`src/design/psa_params.svh`:
```
/*
 * Constants of the program space access unit: field positions, widths,
 * flash geometry, unlock key values and stall counts.
 * Assumes inclusion by bare name from the package and the design file.
 */
`ifndef PSA_PARAMS_SVH
`define PSA_PARAMS_SVH

`define PSA_PADDR_W        24
`define PSA_PAGE_W         8
`define PSA_CFG_BIT        7
`define PSA_REMAP_BIT      15
`define PSA_VIS_EN_BIT     2
`define PSA_ROW_WORDS      64
`define PSA_ROW_IDX_W      6
`define PSA_ROW_BYTES      192
`define PSA_BLOCK_ROWS     8
`define PSA_BLOCK_BYTES    1536
`define PSA_KEY_FIRST      8'h55
`define PSA_KEY_SECOND     8'hAA
`define PSA_START_BIT      15
`define PSA_FILL_WORD      24'hFFFFFF
`define PSA_STALL_MOVE     2'h1
`define PSA_STALL_OTHER    2'h2
`define PSA_TABLE_WRITE_OP_CYCLES   2'h2
`define PSA_OP_ROW         4'h1
`define PSA_OP_PAGE_ERASE  4'h2
`define PSA_OP_WORD        4'h3
`define PSA_PROG_CYCLES    16'h0040
`define PSA_ERASE_CYCLES   16'h0080

`endif

```
`src/design/psa_pkg.sv`:
```
/*
 * Types of the program space access unit.
 * Assumes psa_params.svh on the include path.
 */
`include "psa_params.svh"

package psa_pkg;

	typedef enum logic [1:0] {
		ACC_NONE,
		ACC_READ,
		ACC_WRITE
	} table_acc_e;

	typedef struct packed {
		logic        valid;
		logic        high;
		logic        write;
		logic        byte_mode;
		logic [15:0] ea;
		logic [15:0] wdata;
	} table_req_s;

	typedef struct packed {
		logic        valid;
		logic        move_instr;
		logic        in_repeat;
		logic        rep_first;
		logic        rep_last;
		logic        rep_irq;
		logic [15:0] ea;
	} data_req_s;

	typedef struct packed {
		logic        valid;
		logic [15:0] data;
	} read_rsp_s;

	typedef struct packed {
		logic        rd;
		logic [23:0] addr;
	} pmem_rd_s;

	typedef struct packed {
		logic        start;
		logic        erase;
		logic [3:0]  op;
		logic [23:0] addr;
	} flash_cmd_s;

endpackage

```
`src/design/program_space_access_unit.sv`:
```
/*
 * Program space access unit: table reads and writes into the 24-bit
 * program memory, remapping of upper data space into a program page,
 * row holding latches and the start of a flash program or erase.
 * Assumes a program memory read port answering in the same cycle, a flash
 * macro that reports completion on flash_done_i, and a core that honours
 * stall_o. The core control, page, flash control and key registers are
 * written by the core over a small register port.
 */
// The plain strobed port and the register addresses were chosen for this implementation.
`timescale 1ns/100ps
`include "psa_params.svh"

module program_space_access_unit (
	// Clock and reset
	input  wire logic                 mclk_i,
	input  wire logic                 rst_n_i,
	// Register port
	input  wire logic [1:0]           reg_addr_i,
	input  wire logic [15:0]          reg_wdata_i,
	input  wire logic                 reg_wr_i,
	input  wire logic                 reg_rd_i,
	output logic      [15:0]          reg_rdata_o,
	// Core table and data requests
	input  wire psa_pkg::table_req_s  table_req_i,
	input  wire psa_pkg::data_req_s   data_req_i,
	output psa_pkg::read_rsp_s        read_rsp_o,
	output logic                      stall_o,
	// Program memory read port
	output psa_pkg::pmem_rd_s         pmem_rd_o,
	input  wire logic [23:0]          pmem_rdata_i,
	// Flash macro
	output psa_pkg::flash_cmd_s       flash_cmd_o,
	output logic      [23:0]          latch_rdata_o,
	input  wire logic [5:0]           latch_idx_i,
	input  wire logic                 flash_done_i
);

	// ----------------------------------------
	// Register map
	// ----------------------------------------
	localparam logic [1:0] REG_CORE  = 2'h0;
	localparam logic [1:0] REG_PAGES = 2'h1;
	localparam logic [1:0] REG_FCTRL = 2'h2;
	localparam logic [1:0] REG_KEY   = 2'h3;

	logic [15:0] core_control_reg_q;
	logic [7:0]  table_page_select_q;
	logic [7:0]  visibility_page_select_q;
	logic        start_q;
	logic        wr_enable_q;
	logic        seq_err_q;
	logic        erase_q;
	logic [3:0]  op_q;
	logic [1:0]  key_state_q;
	logic [23:0] flash_addr_q;

	logic visibility_enable;
	logic in_config;
	logic key_ok;
	logic start_req;
	logic busy;

	assign visibility_enable = core_control_reg_q[`PSA_VIS_EN_BIT];
	assign in_config         = table_page_select_q[`PSA_CFG_BIT];
	assign key_ok            = (key_state_q == 2'h2);
	assign start_req         = reg_wr_i && (reg_addr_i == REG_FCTRL) && reg_wdata_i[`PSA_START_BIT] && !start_q;

	// ----------------------------------------
	// Core control and page registers
	// ----------------------------------------
	always_ff @(posedge mclk_i or negedge rst_n_i) begin
		if (!rst_n_i) begin
			core_control_reg_q       <= 16'h0000;
			table_page_select_q      <= 8'h00;
			visibility_page_select_q <= 8'h00;
		end else if (reg_wr_i) begin
			if (reg_addr_i == REG_CORE) begin
				core_control_reg_q <= reg_wdata_i;
			end
			if (reg_addr_i == REG_PAGES) begin
				table_page_select_q      <= reg_wdata_i[7:0];
				visibility_page_select_q <= reg_wdata_i[15:8];
			end
		end
	end

	// ----------------------------------------
	// Unlock key sequence
	// ----------------------------------------
	// Zero idle, one after the first key, two when armed. Any other
	// register write breaks the sequence.
	always_ff @(posedge mclk_i or negedge rst_n_i) begin
		if (!rst_n_i) begin
			key_state_q <= 2'h0;
		end else if (reg_wr_i) begin
			if (reg_addr_i == REG_KEY) begin
				if (reg_wdata_i[7:0] == `PSA_KEY_FIRST) begin
					key_state_q <= 2'h1;
				end else if (reg_wdata_i[7:0] == `PSA_KEY_SECOND && key_state_q == 2'h1) begin
					key_state_q <= 2'h2;
				end else begin
					key_state_q <= 2'h0;
				end
			end else begin
				key_state_q <= 2'h0;
			end
		end
	end

	// ----------------------------------------
	// Flash control
	// ----------------------------------------
	always_ff @(posedge mclk_i or negedge rst_n_i) begin
		if (!rst_n_i) begin
			start_q      <= 1'b0;
			wr_enable_q  <= 1'b0;
			seq_err_q    <= 1'b0;
			erase_q      <= 1'b0;
			op_q         <= 4'h0;
			flash_addr_q <= 24'h000000;
		end else begin
			if (start_q && flash_done_i) begin
				start_q <= 1'b0;
			end
			if (reg_wr_i && reg_addr_i == REG_FCTRL && !start_q) begin
				wr_enable_q <= reg_wdata_i[14];
				erase_q     <= reg_wdata_i[6];
				op_q        <= reg_wdata_i[3:0];
				seq_err_q   <= reg_wdata_i[13];
				if (start_req) begin
					if (key_ok && reg_wdata_i[14]) begin
						start_q <= 1'b1;
					end else begin
						seq_err_q <= 1'b1;
					end
				end
			end
			// Erase and row commands take the full, unaligned address of the last table write outside the configuration page: page and offset
			if (table_req_i.valid && table_req_i.write && !in_config) begin
				flash_addr_q <= {table_page_select_q, table_req_i.ea};
			end
		end
	end

	assign busy = start_q;

	always_comb begin
		flash_cmd_o.start = start_q;
		flash_cmd_o.erase = erase_q;
		flash_cmd_o.op    = op_q;
		flash_cmd_o.addr  = flash_addr_q;
	end

	// ----------------------------------------
	// Register read port
	// ----------------------------------------
	always_ff @(posedge mclk_i or negedge rst_n_i) begin
		if (!rst_n_i) begin
			reg_rdata_o <= 16'h0000;
		end else if (reg_rd_i) begin
			case (reg_addr_i)
				REG_CORE:  reg_rdata_o <= core_control_reg_q;
				REG_PAGES: reg_rdata_o <= {visibility_page_select_q, table_page_select_q};
				REG_FCTRL: reg_rdata_o <= {start_q, wr_enable_q, seq_err_q, 6'h00, erase_q, 2'h0, op_q};
				default:   reg_rdata_o <= 16'h0000;
			endcase
		end else begin
			reg_rdata_o <= 16'h0000;
		end
	end

	// ----------------------------------------
	// Holding latches
	// ----------------------------------------
	// Word index within the row: two address units per program word.
	logic [23:0] latch_q [`PSA_ROW_WORDS];
	logic [5:0]  wr_idx;
	logic        latch_wr;

	assign wr_idx   = table_req_i.ea[6:1];
	assign latch_wr = table_req_i.valid && table_req_i.write && !in_config && !stall_o;

	genvar gi;
	generate
		for (gi = 0; gi < `PSA_ROW_WORDS; gi++) begin : g_latch
			// Latches keep no reset value, as in the array they stand for
			always_ff @(posedge mclk_i) begin
				if (latch_wr && wr_idx == gi) begin
					if (table_req_i.high) begin
						if (!table_req_i.byte_mode || !table_req_i.ea[0]) begin
							latch_q[gi][23:16] <= table_req_i.wdata[7:0];
						end
					end else if (!table_req_i.byte_mode) begin
						latch_q[gi][15:0] <= table_req_i.wdata;
					end else if (table_req_i.ea[0]) begin
						latch_q[gi][15:8] <= table_req_i.wdata[7:0];
					end else begin
						latch_q[gi][7:0] <= table_req_i.wdata[7:0];
					end
				end
			end
		end
	endgenerate

	assign latch_rdata_o = latch_q[latch_idx_i];

	// ----------------------------------------
	// Access sequencing and stall
	// ----------------------------------------
	logic       remap;
	logic [1:0] extra;
	logic [1:0] stall_cnt_q;
	logic       req_new;
	logic       paid_q;

	// Table accesses take priority and suspend the remap window
	assign remap = data_req_i.valid && data_req_i.ea[`PSA_REMAP_BIT] && visibility_enable
		&& !table_req_i.valid;

	always_comb begin
		if (table_req_i.valid && table_req_i.write) begin
			extra = `PSA_TABLE_WRITE_OP_CYCLES - 2'h1;
		end else if (!remap) begin
			extra = 2'h0;
		end else if (data_req_i.in_repeat) begin
			extra = (data_req_i.rep_first || data_req_i.rep_last || data_req_i.rep_irq)
				? `PSA_STALL_OTHER : 2'h0;
		end else begin
			extra = data_req_i.move_instr ? `PSA_STALL_MOVE : `PSA_STALL_OTHER;
		end
	end

	assign req_new = (stall_cnt_q == 2'h0) && !busy;

	always_ff @(posedge mclk_i or negedge rst_n_i) begin
		if (!rst_n_i) begin
			stall_cnt_q <= 2'h0;
		end else if (stall_cnt_q != 2'h0) begin
			stall_cnt_q <= stall_cnt_q - 2'h1;
		end else if (req_new && !paid_q && extra != 2'h0) begin
			stall_cnt_q <= extra - 2'h1;
		end
	end

	// Marks a held request whose extra cycles are already served
	always_ff @(posedge mclk_i or negedge rst_n_i) begin
		if (!rst_n_i) begin
			paid_q <= 1'b0;
		end else if (!stall_o) begin
			paid_q <= 1'b0;
		end else if (req_new && extra != 2'h0) begin
			paid_q <= 1'b1;
		end
	end

	// Core holds the request while stalled, and during a flash operation
	assign stall_o = (stall_cnt_q != 2'h0) || busy || (req_new && extra != 2'h0 && !paid_q);

	// ----------------------------------------
	// Program memory reads and read data
	// ----------------------------------------
	logic [23:0] rd_addr;
	logic        rd_en;

	always_comb begin
		if (table_req_i.valid) begin
			rd_addr = {table_page_select_q, table_req_i.ea};
		end else begin
			rd_addr = {1'b0, visibility_page_select_q, data_req_i.ea[14:0]};
		end
		rd_en = (table_req_i.valid && !table_req_i.write) || remap;
	end

	always_comb begin
		pmem_rd_o.rd   = rd_en;
		pmem_rd_o.addr = rd_addr;
	end

	always_ff @(posedge mclk_i or negedge rst_n_i) begin
		if (!rst_n_i) begin
			read_rsp_o <= '0;
		end else begin
			read_rsp_o.valid <= rd_en && !stall_o;
			read_rsp_o.data  <= 16'h0000;
			if (rd_en && !stall_o) begin
				if (!table_req_i.valid) begin
					read_rsp_o.data <= pmem_rdata_i[15:0];
				end else if (table_req_i.high) begin
					if (table_req_i.byte_mode && table_req_i.ea[0]) begin
						read_rsp_o.data <= 16'h0000;
					end else begin
						read_rsp_o.data <= {8'h00, pmem_rdata_i[23:16]};
					end
				end else if (!table_req_i.byte_mode) begin
					read_rsp_o.data <= pmem_rdata_i[15:0];
				end else begin
					read_rsp_o.data <= {8'h00, table_req_i.ea[0] ? pmem_rdata_i[15:8] : pmem_rdata_i[7:0]};
				end
			end
		end
	end

endmodule

```
`config.mk`:
```
export PLATFORM = sky130hd
export DESIGN_NAME = program_space_access_unit
export DESIGN_NICKNAME = d
export VERILOG_FILES = /design/src/design/psa_pkg.sv /design/src/design/program_space_access_unit.sv
export VERILOG_INCLUDE_DIRS = /design/src /design/src/design
export SDC_FILE = /design/constraint.sdc
export NUM_CORES = 2
export LEC_CHECK = 0
export ABC_AREA = 1
export BUFFER_PORTS_ARGS = -buffer_cell sky130_fd_sc_hd__buf_2
export CELL_PAD_IN_SITES_DETAIL_PLACEMENT = 1
export CELL_PAD_IN_SITES_GLOBAL_PLACEMENT = 2
export CORE_ASPECT_RATIO = 1.5
export CORE_UTILIZATION = 38
export CTS_BUF_LIST = sky130_fd_sc_hd__clkbuf_2 sky130_fd_sc_hd__clkbuf_4 sky130_fd_sc_hd__clkbuf_8
export CTS_CLUSTER_SIZE = 20
export DETAILED_ROUTE_END_ITERATION = 10
export PLACE_DENSITY_LB_ADDON = 0.12
export SKIP_CTS_REPAIR_TIMING = 1
export SLEW_MARGIN = 40
export SYNTH_ARGS = -nofsm -noshare
export SYNTH_HDL_FRONTEND = slang
export SYNTH_SLANG_ARGS = --single-unit
```
`constraint.sdc`:
```
create_clock -name mclk_i -period 2 [get_ports mclk_i]
set_input_delay 0.3 -clock mclk_i [delete_from_list [all_inputs] [get_ports mclk_i]]
set_output_delay 0.3 -clock mclk_i [all_outputs]
set_load 0.01 [all_outputs]
```
* Yosys cells after proc, flatten, opt, wreduce, memory -nomap -nowiden
Memories as Yosys holds them, arrays and structs flattened.
Cells that the tools add are included.
** Storage, ports and cells
- Flip-flop bits (word level) :: 102
- Memory bits (writable) :: 1536
- Input port bits :: 111
- Memories kept :: 1
** Cells by class
- $add $sub $neg :: 2
- Eq/ne operators :: 71
- Multiplexer cells :: 866
- Bitwise logic cells :: 128
- Reduce and logical (&&, ||, !) cells :: 170
** Memory list
- latch_q :: depth 64, width 24, rd ports 1, clocked after Yosys merged registers in 0, write ports 1, line program_space_access_unit.sv:177 : logic [23:0] latch_q [`PSA_ROW_WORDS];
** Operators by type and width (count)
- 24-bit 2-to-1 mux :: 64
- 24-bit OR reduction :: 63
- 8-bit 2-to-1 mux :: 130
- 1-bit 2-to-1 mux :: 530
- 6-bit 2-to-1 mux :: 63
- 6-bit == test, second input constant :: 32
- 3-bit 2-to-1 mux :: 63
- 1-bit OR :: 128
- 6-bit by 5-bit == test with 1-bit output, second input constant :: 16
- 1-bit logical AND :: 85
- 16-bit 2-to-1 mux :: 5
- 6-bit by 4-bit == test with 1-bit output, second input constant :: 8
- 16-bit case mux with 3 select lines :: 1
- 6-bit by 3-bit == test with 1-bit output, second input constant :: 4
- 2-bit 2-to-1 mux :: 10
- 6-bit by 2-bit == test with 1-bit output, second input constant :: 2
- 8-bit by 7-bit == test with 1-bit output, second input constant :: 1
- 8-bit == test, second input constant :: 1
- 1-bit logical NOT :: 8
- 2-bit == test, second input constant :: 3
- 6-bit by 1-bit == test with 1-bit output, second input constant :: 1
- 6-bit logical NOT :: 1
- 1-bit logical OR :: 6
- 2-bit nonzero test :: 3
- 5 further kinds :: 9

* Longest topological paths before layout
- Depth in word-level cells :: 80
- Depth in mapped cells :: 13

* Worst setup path before layout
No wires, ideal clock.
- Path kind :: register -> register
- From :: reg start_q, in the netlist busy
- To :: mem latch_q[12][16] (enable)
- Library setup time :: 370 ps
- Data arrival time :: 1829 ps
- Path slack :: -200 ps
- Cell stages (with the launch flop) :: 11
- Path buffers :: 2
- Clock period less this slack :: 2200 ps
- Path through :: dfrtp_1 > inv_2 > nand2_1 > nor2_1 > nand2_1 > nand3_1 > nor2_4 > buf_2 > buf_2 > nand2_1 > nor2_1
** Between the ends
- Longest elaborated chain between the ends :: 75
** RTL lines
- start: declaration :: line program_space_access_unit.sv:50 : logic start_q;
- start signal: assignment :: line program_space_access_unit.sv:116 : start_q <= 1'b0;
- start signal: assignment :: line program_space_access_unit.sv:124 : start_q <= 1'b0;
- start signal: assignment :: line program_space_access_unit.sv:133 : start_q <= 1'b1;
- 1-bit logical NOT :: line program_space_access_unit.sv:234 : assign req_new = (stall_cnt_q == 2'h0) && !busy;
- 1-bit logical AND :: line program_space_access_unit.sv:234
- 1-bit logical AND (2 in series) :: line program_space_access_unit.sv:258 : assign stall_o = (stall_cnt_q != 2'h0) || busy || (req_new && extra != 2'h0 && !paid_q);
- 1-bit logical OR * :: line program_space_access_unit.sv:258
- via stall_o :: line program_space_access_unit.sv:28 : output logic stall_o,
- 1-bit logical NOT * :: line program_space_access_unit.sv:182 : assign latch_wr = table_req_i.valid && table_req_i.write && !in_config && !stall_o;
- 1-bit logical AND * :: line program_space_access_unit.sv:182
- 1-bit logical AND :: line program_space_access_unit.sv:189 : if (latch_wr && wr_idx == gi) begin
- 1-bit 2-to-1 mux :: line program_space_access_unit.sv:189
- 1-bit 2-to-1 mux (on tied branches) :: line program_space_access_unit.sv:195, program_space_access_unit.sv:197, program_space_access_unit.sv:199
- 1-bit OR (no source line)
- 24-bit OR reduction (no source line)
- 6-bit 2-to-1 mux (no source line) / 3-bit 2-to-1 mux (equally long branches) (63 in series)
- end: declaration :: line program_space_access_unit.sv:177
The timed path passes the listed nets; every way through them passes the cells marked *.

* Worst setup path after layout
- From :: mem latch_q[14][10]
- To :: out latch_rdata_o[10]
** Between the ends
- Longest elaborated chain between the ends :: 1
** RTL lines
- memory 64 x 24 bit
- end: declaration :: line program_space_access_unit.sv:34 : output logic [23:0] latch_rdata_o,
No other way between the ends.

==> flow_summary.yaml <==
yosys:
  ys_seq_elements: 1638
  yosys_warnings: 0
  netlist.top_cell.by_area: "edfxtp_1"
  synth_area_leaders: "edfxtp_1, nand2_1, nand3_1, nand4_1, dfrtp_1"
  synth_cells: 7891
  syn_nets: 8002
  synth.avg_cell_area_um2: 9.69
  ys_seq_area_share_pct: 63.6
  synth_area_um2: 76500
  synth_cell_type_count: 27
  netlist.area_leader.share_pct: 60.3
worst_setup_path:
  cpPeakStageDelay_ns: 0.40
  cpMaxStageDelayCell: "edfxtp_1"
  worstPathCellList: "nand2_1, nand3_2, nand3_4, nand2_4, nand2_4, nand3_4, buf_6, nand3_2, nand2_2, buf_6"
  critPathMaxFanout: 1
  start_kind: "flop"
  rr_startpoint: "core_control_reg_q[2]$_DFFE_PN0P_"
  cp-end-kind: "output pin"
  required_ns: 1.70
  critPathArrivalTime_ns: 2.32
  worstSetupPathType: "reg -> out"
  critPathLaunch: "latch_q[14][10]$_DFFE_PP_"
placement:
  placedCellCount: 11000
  io_buffers: 223
  placed_area_um2: 88200
  dpl_worst_slack_ns: -0.581
  dp_hpwl_mm: 208
  gp_congestion: 0.895
sta:
  finalClockSkew_ns: 0.0581
  hold_viol_final: 9
  fmax_mhz: 381
  worst_hold_slack_ns: -0.0240
  worst_slew_pin_slew_ns: 0.832
  drv_slew: 0
  finalCritPeriodShare_pct: 131
  grt_setup_unrepaired: "yes"
  setup-violations-final: 2060
  tns_ns: -439.53
  setup_ws_ns: -0.622
  max-slew-margin-rel_pct: 44.4
  fin_crit_ns: 2.62
finish:
  area_growth_pct: 27.8
  regArea_um2: 48700
  drive_gt1_share_pct: 24.7
  multi_input_area_um2: 27900
  finish.utilization_pct: 48.9
  stdcell_area_um2: 97800
  nFillCells: 21900
  fin_nets: 8862
  final_cells: 11600
global_routing:
  grt_overflow: 0
  antenna_found_initial: 7
  grt_pass1_wl_mm: 441
  grt_pass1_vias: 66400
  grt_max_degree: 78
  groute.usage.overall_pct: 29.3
floorplanning:
  io_pins: 224
  start_util_pct: 38.3
  die_x_um: 368
  row_count: 201
  die_y_um: 552
  die_area_um2: 203000
  core_um2: 200000
clocking:
  root_buffer: "clkbuf_8"
  ctsHtreeMaxLevel: 5
  numCtsBuffers: 272
  clock_path_buffers: 4
  cts.sink_count: 1638
  clock_latency_ns: 0.94
  cts_tree: "yes"
  cts.reportedPaths.clkPinSlew_ns: 0.06
drt:
  via_count: 64100
  drt_iter0_markers: 4237
  drt_wl_total_mm: 305
  drcViolationCount: 0
  postRouteAntennaNets: 0
  avgViaCountPerCell: 5.53
  drt_first_pass_iters: 5
  wl_per_cell_um: 26.4
min_path:
  min_from: "table_req_i[35]"
  hold_class: "in -> reg"
pwr:
  cellLeakagePower_nw: 39.2
  power.density_nw_per_um2: 795
  p_total_mw: 77.8
  vdd_drop_max_v: 0.000533
flow_run:
  cap_violations: 0
run_status:
  violations: "hold timing, setup timing"
  run_status: "complete, but fails checks"
## power breakdown
| part | switching (mW) | leakage (nW) | internal [mW] | total [mW] |
|---|---|---|---|---|
| Combinational | 6.41 | 21.3 | 3.19 | 9.59 |
| Clock | 14.0 | 2.79 | 16.2 | 30.2 |
| Sequential | 0.183 | 15.1 | 37.8 | 37.9 |
| Total | 20.6 | 39.2 | 57.1 | 77.8 |
## synth_stat cells (all sizes together)
cell type and n:
nand4 580, o211ai 2, inv 68, o21ai 63
clkinv 2, edfxtp 1536, o221ai 1, nor3 10
nand2 3266, nor2 289, buf 342, nand3b 1
dfrtp 102, o41ai 2, a22oi 8, a21oi 10
nand3 1314, clkbuf 295
## area by class of cell
| cell class | instances | area share (%) |
|---|---|---|
| sequential | 1638 | 49.8 |
| multi-input combinational | 5546 | 28.5 |
| timing repair buffer | 1223 | 12.7 |
| clock buffer | 368 | 4.67 |
| tap | 2639 | 3.38 |
| clock inverter | 96 | 0.731 |
| inverter | 70 | 0.290 |
| antenna | 4 | 0.0102 |
## layout by cell type (no fill, tap or decap), types with 41 or more instances in the layout
master | netlist | routed
dlygate4sd3_1 | 0 | 87
nor2_2 | 55 | 99
nand3_4 | 0 | 41
inv_1 | 67 | 63
nand4_1 | 540 | 540
nor2_1 | 233 | 123
clkbuf_4 | 0 | 79
nand2_1 | 3263 | 3100
clkinv_1 | 2 | 51
o21ai_0 | 63 | 63
buf_12 | 0 | 223
dfrtp_1 | 102 | 102
nor2_4 | 1 | 67
nand2_2 | 3 | 120
buf_2 | 230 | 188
buf_6 | 4 | 66
nand3_1 | 1313 | 1030
buf_4 | 6 | 624
clkbuf_8 | 0 | 289
nand3_2 | 1 | 243
edfxtp_1 | 1536 | 1536
## path summary, 6_finish.rpt
kind / cells past startpoint / slack (ns) / endpoint
max: 10 / -0.62 / latch_rdata_o[10]
min: 7 / -0.02 / stall_cnt_q[0]$_DFFE_PN0P_
max reg2reg: 13 / -0.36 / latch_q[39][6]$_DFFE_PP_
min reg2reg: 2 / 0.47 / flash_addr_q[15]$_DFFE_PN0P_
max in group asynchronous: 4 / 0.31 / flash_addr_q[12]$_DFFE_PN0P_
min in group asynchronous: 4 / 0.48 / flash_addr_q[23]$_DFFE_PN0P_
## routing by layer
metal,track usage (%),up-vias,share of wire [%],wire (um)
li1,-,29200,-,-
met5,0,-,0.011,33
met2,52.3,1847,51,157000
met4,14.9,4,5.3,16100
met1,34.5,32400,39,118000
met3,3.73,652,4.5,13600
## worst max-delay path, delay by kind of cell, from the launching register on
kind / cells / cell delay (ns)
DFF: 1 / 0.40
buffers and inverters: 2 / 0.28
and+or+nand+nor: 8 / 0.72
## flip-flops by register name, summed over array words and instances (netlist names), 2 cells and up
signal,count
latch_q,1536
flash_addr_q,24
stall_cnt_q,2
key_state_q,2
core_control_reg_q,16
op_q,4
read_rsp_o,17
visibility_page_select_q,8
reg_rdata_o,16
table_page_select_q,8
## cell families (layout without fill, tap and decap cells)
kind of cell | Yosys count | after routing | share of synthesized area [%]
simple gates | 5460 | 5460 | 31.8
flops | 1638 | 1638 | 63.6
other cells | 0 | 4 | 0
compound gates | 86 | 86 | 0.610
buf+inv | 707 | 1757 | 3.91
Power figures use the tool's default switching activity.
